==> src/logic/status_report_pkg.sv <==
// Behaviour
// - bit 0 is OR of enabled measure events
// - bit 1 is OR of enabled source events
// - bit 2 high while error queue non-empty
// - bit 4 high while output queue non-empty
// - bit 5 is OR of enabled standard events
// - master summary ORs enabled bits except 6
// - latch sets on summary rise, clears on serial poll or while summary low
// - service request follows the latch, not status bit 6
// - byte query returns summary, changes nothing
// - serial poll returns latch, clears only it
// - disabled bits never reach master summary
// - clear-status clears events, flushes output queue when CMD_AFTER_TERM set
// - power-on sets standard event bit 7
// - syntax error sets standard event bit 5
// - execution error sets standard event bit 4
// - internal error sets standard event bit 3
// - query error sets standard event bit 2
// - completed pending operations set bit 0
// - standard event bits 6, 1 read zero
// - disabled standard bits never reach summary
// - event register read returns then clears
// - event register cleared only three ways
package status_report_pkg;

   // host command codes on the command port
   localparam logic [3:0] CMD_STB_QUERY   = 4'h1;
   localparam logic [3:0] CMD_SERIAL_POLL = 4'h2;
   localparam logic [3:0] CMD_SRE_WRITE   = 4'h3;
   localparam logic [3:0] CMD_SRE_READ    = 4'h4;
   localparam logic [3:0] CMD_ESE_WRITE   = 4'h5;
   localparam logic [3:0] CMD_ESE_READ    = 4'h6;
   localparam logic [3:0] CMD_ESR_READ    = 4'h7;
   localparam logic [3:0] CMD_CLS         = 4'h8;
   localparam logic [3:0] CMD_OP_COMPLETE = 4'h9;

   // status summary byte field positions
   localparam int STB_MEASURE_SUMMARY = 0;
   localparam int STB_SOURCE_SUMMARY  = 1;
   localparam int STB_ERROR_AVAILABLE = 2;
   localparam int STB_MESSAGE_AVAIL   = 4;
   localparam int STB_STANDARD_EVENT  = 5;
   localparam int STB_MASTER_BIT      = 6;

   // standard event flag positions
   localparam int SEF_OPERATION_COMPLETE = 0;
   localparam int SEF_QUERY_ERROR        = 2;
   localparam int SEF_INTERNAL_ERROR     = 3;
   localparam int SEF_EXECUTION_ERROR    = 4;
   localparam int SEF_SYNTAX_ERROR       = 5;
   localparam int SEF_POWER_ON           = 7;

   // bits that can ever be one
   localparam logic [7:0] SEF_IMPLEMENTED = 8'hbd;
   localparam logic [7:0] SRE_WRITABLE    = 8'hbf;

   // reset values
   localparam logic [7:0] SEF_RESET = 8'h80;
   localparam logic [7:0] SRE_RESET = 8'h00;
   localparam logic [7:0] ESE_RESET = 8'h00;

   // defaults for module parameters
   localparam int EVENT_WIDTH_DEFAULT = 16;
   localparam int OP_COUNT_DEFAULT    = 4;

   // operation-complete tracker states
   typedef enum logic [1:0] {
      TRACK_IDLE = 2'b01,
      TRACK_WAIT = 2'b10
   } track_state_e;

endpackage

==> src/logic/operation_complete_tracker.sv <==
`timescale 1ns/1ps
module operation_complete_tracker #(
   parameter int OP_COUNT = status_report_pkg::OP_COUNT_DEFAULT
) (
   input  wire logic                clk,
   input  wire logic                rstn,
   input  wire logic                arm,
   input  wire logic                cancel,
   input  wire logic [OP_COUNT-1:0] pending,
   output logic                     done
);
   import status_report_pkg::*;

   typedef struct packed {
      track_state_e        state;
      logic [OP_COUNT-1:0] snapshot;
      logic                done;
   } tracker_s;

   tracker_s cur;
   tracker_s next_cur;

   // only operations pending at the arm are waited for; later ones are ignored
   always_comb begin
      next_cur      = cur;
      next_cur.done = 1'b0;
      unique case (cur.state)
         TRACK_IDLE: begin
            if (arm && !cancel) begin
               next_cur.snapshot = pending;
               next_cur.state    = TRACK_WAIT;
            end
         end
         TRACK_WAIT: begin
            next_cur.snapshot = cur.snapshot & pending;
            if (cancel) begin
               next_cur.state = TRACK_IDLE;
            end else if ((cur.snapshot & pending) == '0) begin
               next_cur.done  = 1'b1;
               next_cur.state = TRACK_IDLE;
            end
         end
      endcase
   end

   always_ff @(posedge clk or negedge rstn) begin
      if (!rstn) begin
         cur.state    <= TRACK_IDLE;
         cur.snapshot <= '0;
         cur.done     <= 1'b0;
      end else begin
         cur <= next_cur;
      end
   end

   assign done = cur.done;

endmodule

==> src/logic/status_report_service_request.sv <==
`timescale 1ns/1ps
module status_report_service_request #(
   parameter int EVENT_WIDTH = status_report_pkg::EVENT_WIDTH_DEFAULT,
   parameter int OP_COUNT    = status_report_pkg::OP_COUNT_DEFAULT
) (
   input  wire logic                   CLOCK,
   input  wire logic                   RSTN,
   input  wire logic                   CMD_VALID,
   input  wire logic [3:0]             CMD_CODE,
   input  wire logic [7:0]             CMD_DATA,
   input  wire logic                   CMD_AFTER_TERM,
   input  wire logic                   SYNTAX_ERROR,
   input  wire logic                   EXECUTION_ERROR,
   input  wire logic                   INTERNAL_ERROR,
   input  wire logic                   QUERY_ERROR,
   input  wire logic [OP_COUNT-1:0]    OPS_PENDING,
   input  wire logic [EVENT_WIDTH-1:0] SOURCE_EVENT,
   input  wire logic [EVENT_WIDTH-1:0] SOURCE_ENABLE,
   input  wire logic [EVENT_WIDTH-1:0] MEASURE_EVENT,
   input  wire logic [EVENT_WIDTH-1:0] MEASURE_ENABLE,
   input  wire logic                   ERROR_QUEUE_NOT_EMPTY,
   input  wire logic                   OUTPUT_QUEUE_NOT_EMPTY,
   output logic                        RESP_VALID,
   output logic [7:0]                  RESP_DATA,
   output logic                        SERVICE_REQUEST,
   output logic [7:0]                  STATUS_BYTE,
   output logic                        CLEAR_EVENTS,
   output logic                        FLUSH_OUTPUT_QUEUE
);
   import status_report_pkg::*;

   typedef struct packed {
      logic [7:0] service_enable;
      logic [7:0] standard_enable;
      logic [7:0] standard_event_flags;
      logic       summary_prev;
      logic       request_service_latch;
      logic [7:0] status_summary_byte;
      logic [7:0] resp_data;
      logic       resp_valid;
      logic       clear_events;
      logic       flush_queue;
   } status_s;

   status_s cur;
   status_s next_cur;

   // masked reduction for the measure and source summary bits
   function automatic logic masked_any(input logic [EVENT_WIDTH-1:0] ev,
                                       input logic [EVENT_WIDTH-1:0] en);
      masked_any = |(ev & en);
   endfunction

   function automatic logic masked_any8(input logic [7:0] ev, input logic [7:0] en);
      masked_any8 = |(ev & en);
   endfunction

   logic       ops_done;
   logic       cmd_op_complete;
   logic       cmd_cls;
   logic       cmd_poll;
   logic       cmd_esr_read;
   logic [7:0] event_sets;
   logic [7:0] stb_low;
   logic       master_summary;
   logic [7:0] stb_query_value;
   logic [7:0] stb_poll_value;

   // command decode; unknown codes are dropped without an answer
   always_comb begin
      cmd_op_complete = CMD_VALID && (CMD_CODE == CMD_OP_COMPLETE);
      cmd_cls         = CMD_VALID && (CMD_CODE == CMD_CLS);
      cmd_poll        = CMD_VALID && (CMD_CODE == CMD_SERIAL_POLL);
      cmd_esr_read    = CMD_VALID && (CMD_CODE == CMD_ESR_READ);
   end

   // a clear-status also abandons a waiting operation-complete
   operation_complete_tracker #(
      .OP_COUNT (OP_COUNT)
   ) u_tracker (
      .clk     (CLOCK),
      .rstn    (RSTN),
      .arm     (cmd_op_complete),
      .cancel  (cmd_cls),
      .pending (OPS_PENDING),
      .done    (ops_done)
   );

   // event pulses landing in the standard event flags
   always_comb begin
      event_sets                         = 8'h00;
      event_sets[SEF_SYNTAX_ERROR]       = SYNTAX_ERROR;
      event_sets[SEF_EXECUTION_ERROR]    = EXECUTION_ERROR;
      event_sets[SEF_INTERNAL_ERROR]     = INTERNAL_ERROR;
      event_sets[SEF_QUERY_ERROR]        = QUERY_ERROR;
      event_sets[SEF_OPERATION_COMPLETE] = ops_done;
   end

   // status byte without bit 6; bits 3 and 7 stay zero
   always_comb begin
      stb_low = 8'h00;
      stb_low[STB_MEASURE_SUMMARY] = masked_any(MEASURE_EVENT, MEASURE_ENABLE);
      stb_low[STB_SOURCE_SUMMARY]  = masked_any(SOURCE_EVENT, SOURCE_ENABLE);
      stb_low[STB_ERROR_AVAILABLE] = ERROR_QUEUE_NOT_EMPTY;
      stb_low[STB_MESSAGE_AVAIL]   = OUTPUT_QUEUE_NOT_EMPTY;
      // disabled standard bits drop out here
      stb_low[STB_STANDARD_EVENT]  =
         masked_any8(cur.standard_event_flags, cur.standard_enable);
   end

   // bit 6 of the enable never stored, so it cannot feed back into itself
   always_comb begin
      master_summary = masked_any8(stb_low, cur.service_enable);
      stb_query_value = stb_low;
      stb_query_value[STB_MASTER_BIT] = master_summary;
      stb_poll_value = stb_low;
      stb_poll_value[STB_MASTER_BIT] = cur.request_service_latch;
   end

   // one update of all state per clock
   always_comb begin
      next_cur              = cur;
      next_cur.resp_valid   = 1'b0;
      next_cur.clear_events = 1'b0;
      next_cur.flush_queue  = 1'b0;
      next_cur.summary_prev = master_summary;

      // standard flags: sticky, cleared only by read or clear-status
      if (cmd_esr_read || cmd_cls) begin
         next_cur.standard_event_flags = 8'h00;
      end
      // a set in the same cycle as the clear survives it
      next_cur.standard_event_flags =
         (next_cur.standard_event_flags | event_sets) & SEF_IMPLEMENTED;

      // latch clears first so a fresh rise in the same cycle still wins
      if (cmd_poll || !master_summary) begin
         next_cur.request_service_latch = 1'b0;
      end
      if (master_summary && !cur.summary_prev) begin
         next_cur.request_service_latch = 1'b1;
      end

      if (CMD_VALID) begin
         unique case (CMD_CODE)
            CMD_STB_QUERY: begin
               next_cur.resp_data  = stb_query_value;
               next_cur.resp_valid = 1'b1;
            end
            CMD_SERIAL_POLL: begin
               next_cur.resp_data  = stb_poll_value;
               next_cur.resp_valid = 1'b1;
            end
            CMD_SRE_WRITE: begin
               next_cur.service_enable = CMD_DATA & SRE_WRITABLE;
            end
            CMD_SRE_READ: begin
               next_cur.resp_data  = cur.service_enable;
               next_cur.resp_valid = 1'b1;
            end
            CMD_ESE_WRITE: begin
               next_cur.standard_enable = CMD_DATA;
            end
            CMD_ESE_READ: begin
               next_cur.resp_data  = cur.standard_enable;
               next_cur.resp_valid = 1'b1;
            end
            CMD_ESR_READ: begin
               // contents go out before the clear above takes effect
               next_cur.resp_data  = cur.standard_event_flags;
               next_cur.resp_valid = 1'b1;
            end
            CMD_CLS: begin
               next_cur.clear_events = 1'b1;
               next_cur.flush_queue  = CMD_AFTER_TERM;
            end
            CMD_OP_COMPLETE: begin
               // arming handled by the tracker instance
               next_cur.resp_valid = 1'b0;
            end
            default: begin
               next_cur.resp_valid = 1'b0;
            end
         endcase
      end

      // observable copy of the status byte as a query would see it
      next_cur.status_summary_byte = stb_query_value;
   end

   // power-on leaves the power-on flag set
   always_ff @(posedge CLOCK or negedge RSTN) begin
      if (!RSTN) begin
         cur.service_enable        <= SRE_RESET;
         cur.standard_enable       <= ESE_RESET;
         cur.standard_event_flags  <= SEF_RESET;
         cur.summary_prev          <= 1'b0;
         cur.request_service_latch <= 1'b0;
         cur.status_summary_byte   <= 8'h00;
         cur.resp_data             <= 8'h00;
         cur.resp_valid            <= 1'b0;
         cur.clear_events          <= 1'b0;
         cur.flush_queue           <= 1'b0;
      end else begin
         cur <= next_cur;
      end
   end

   // outputs straight from flip-flops
   assign RESP_VALID         = cur.resp_valid;
   assign RESP_DATA          = cur.resp_data;
   assign SERVICE_REQUEST    = cur.request_service_latch;
   assign STATUS_BYTE        = cur.status_summary_byte;
   assign CLEAR_EVENTS       = cur.clear_events;
   assign FLUSH_OUTPUT_QUEUE = cur.flush_queue;

endmodule

==> config.mk <==
export PLATFORM = sky130hd
export DESIGN_NAME = status_report_service_request
export DESIGN_NICKNAME = d
export VERILOG_FILES = /design/src/logic/status_report_pkg.sv /design/src/logic/operation_complete_tracker.sv /design/src/logic/status_report_service_request.sv
export SDC_FILE = /design/constraint.sdc
export NUM_CORES = 1
export LEC_CHECK = 0
export ABC_AREA = 1
export BUFFER_PORTS_ARGS = -buffer_cell sky130_fd_sc_hd__buf_4
export CORE_MARGIN = 2
export CORE_UTILIZATION = 47
export CTS_CLUSTER_SIZE = 14
export DETAILED_ROUTE_END_ITERATION = 8
export GPL_ROUTABILITY_DRIVEN = 0
export PLACE_DENSITY = 0.8
export SLEW_MARGIN = 20
export SYNTH_ARGS = -nofsm -noshare
export SYNTH_HDL_FRONTEND = slang
export SYNTH_SLANG_ARGS = --single-unit
==> constraint.sdc <==
create_clock -name CLOCK -period 1.6 [get_ports CLOCK]
set_clock_uncertainty 0.15 [all_clocks]
set_input_delay 0.16 -clock CLOCK [delete_from_list [all_inputs] [get_ports CLOCK]]
set_output_delay 0.16 -clock CLOCK [all_outputs]
set_load 0.02 [all_outputs]
==> flow_metrics.tcl <==
set metrics [dict create \
    antenna_cells 0 \
    post_cts_buffers 0 \
    slew_headroom 0.623 \
    synth_area_um2 2390 \
    required_ps 1630 \
    worst_pin_slew_ps 566 \
    final_cell_mix "buf_4 (109), nand2_1 (90), dfrtp_1 (44), inv_1 (35), nor2_1 (25)" \
    die_w_um 75.3 \
    cts_buffers 5 \
    grt_pass1_wl_mm 9.97 \
    async_flop_share 1.00 \
    dr_wl_met3_um 374 \
    critPathArrivalTime_ps 1560 \
    synth-seq-cells 46 \
    pin_count 110 \
    worstSkewPairLatency_ps 290 \
    rr_worst_depth 8 \
    critical_path_class "reg -> reg" \
    cts.clk_slew.worst_paths_ps 90 \
    pwr-share-comb 0.289 \
    outcome "complete, no violations" \
    synth-edff-count 0 \
    cts_tree "built" \
    core_area_um2 4820 \
    internal-power_mw 2.40 \
    nets 504 \
    start_util 0.495 \
    synth.distinct_cells 30 \
    power_density_nw_per_um2 990 \
    hold_viol 0 \
    routed_wl_mm 6.07 \
    drt_iter0_drc 104 \
    finalMaxSlewViolations 0 \
    maxCapViolCount 0 \
    grt.overflow.total 0 \
    timing.fmax_ghz 0.656 \
    syn_area_per_cell_um2 8.06 \
    grt_max_degree 47 \
    fin_tns_setup_ps 0 \
    wl_met2_mm 3.07 \
    p_sw_mw 1.04 \
    clockPowerShare 0.257 \
    design_area_um2 3470 \
    drive_gt1_frac 0.347 \
    drt-met1-wl_mm 2.54 \
    rsz0062_at_grt "no" \
    area_growth_pct 45.4 \
    yosysTopAreaCell "dfrtp_1" \
    crit_path_max_fanout 3 \
    synth_area_leaders "dfrtp_1 (46%), nand2_1 (14%), inv_1 (5.5%), buf_4 (5.3%), nor2_1 (3.9%)" \
    p_leak_nw 1.86 \
    crit_path_start_kind "register" \
    finalCritPeriodShare 0.953 \
    netlist_instances 296 \
    period_needed_ps 1530 \
    numPortBuffers 107 \
    dpl_cell_area_um2 3160 \
    synth-main-ff-cell "dfrtp_1" \
    peakVddDrop_mv 0.938 \
    seq_area_frac_synth 0.483 \
    p_seq_frac 0.454 \
    crit_path_end_kind "register" \
    globalRouteTotalUtil 0.231 \
    clock_path_buffers 2 \
    worstHoldPathCells 3 \
    die_area_um2 5660 \
    dp_hpwl_mm 4.67 \
    final_common_cell "buf_4" \
    grt_pass1_vias 2275 \
    rows 25 \
    vias 2304 \
    chipHeight_um 75.3 \
    ys_warn_count 0 \
    htree_levels 2 \
    routed.top_layer "met4" \
    antenna_found_initial 0 \
    setup_viol 0 \
    numClockSinks 46 \
    antenna_left 0 \
    drtPass1Iterations 6 \
    vias_per_cell 4.78 \
    hp-class "in -> reg" \
    route.detailed.drc 0 \
    synth_top_area_frac 0.461 \
    wl_per_cell_um 12.6 \
    cts-root-buf "clkbuf_8" \
    p_sw_frac 0.301 \
]
## critical path: stages (launching register included)
cell and delay [ps]:
dfrtp_1 410, nand2_1 80, nand2_1 40, nor2_1 100
nand2_1 130, a21oi_2 180, nand3_1 160, nand2_1 110
a21oi_2 50
## sequential cells by signal, summed over array words and instances, names as in the netlist
signal / cells
FLUSH_OUTPUT_QUEUE: 1
STATUS_BYTE: 6
SERVICE_REQUEST: 1
cur: 21
u_tracker.cur: 6
RESP_DATA: 8
CLEAR_EVENTS: 1
u_tracker.done: 1
RESP_VALID: 1
## cell type report
class / instances / area, um^2
clock buffer: 7 / 86.3
tap: 67 / 83.8
multi-input combinational: 194 / 956
sequential: 46 / 1150
fill: 400 / 1350
timing repair buffer: 128 / 1010
inverter: 39 / 151
clock inverter: 1 / 30.0
## Yosys cell counts, types with 3 or more instances
cell type / n
inv_1: 35
o22ai_1: 4
nor2_2: 3
o21bai_1: 5
buf_4: 17
mux2_2: 4
nand2_2: 3
nand2_4: 3
o21ai_0: 13
dfrtp_1: 44
nand3_1: 9
nor2_1: 25
a22oi_1: 3
a21oi_1: 16
nand2_1: 90
inv_2: 3
## cells by family after synthesis
logic type             share of synthesized area
and+or+nand+nor                            0.248
other                                    0.00157
DFF                                        0.483
buffers and inverters                      0.119
AOI/OAI and AO/OA                          0.129
muxes                                     0.0189
## per-layer routing
metal,up-vias,GRT usage
met5,-,0
li1,1155,-
met1,1054,0.277
met4,0,0.0663
met3,10,0.0469
met2,85,0.420
## per-stage QoR
stage	hold WS [ps]	util	std cells	power, mW	setup WS [ps]
global route	30.5	0.720	482	3.64	28.0
detailed placement	43.6	0.656	455	2.54	92.1
global placement	41.3	0.656	455	2.51	86.1
CTS	8.78	0.719	482	3.45	66.6
finish	16.0	0.720	482	3.44	74.5
floorplan	-286	-	297	2.16	351
## power by group through the flow
stage                     Sequential, mW  Clock, mW  Combinational [mW]
after floorplan                     1.56          0               0.606
after global placement              1.58          0               0.929
after detailed placement            1.58          0               0.952
after CTS                           1.56      0.892               0.994
after global routing                1.59      0.937                1.11
final                               1.56      0.882               0.994
## what timing repair did
item | 4_1_cts | 5_1_grt
hold buffers | 19 | 0
hold endpoints to repair | 70 | 0
resized for setup | 0 | 1
setup endpoints to repair | 0 | 1
## path summary, 6_finish.rpt
kind | slack [ps] | end | from
max | 70 | RESP_DATA[6] | cur[34]
min | 20 | u_tracker.cur[1] | OPS_PENDING[0]
max reg2reg | 70 | RESP_DATA[6] | cur[34]
min reg2reg | 300 | cur[21] | u_tracker.done
max in group asynchronous | 660 | RESP_DATA[6] | RSTN
min in group asynchronous | 250 | cur[36] | RSTN
Power figures use the tool's default switching activity.
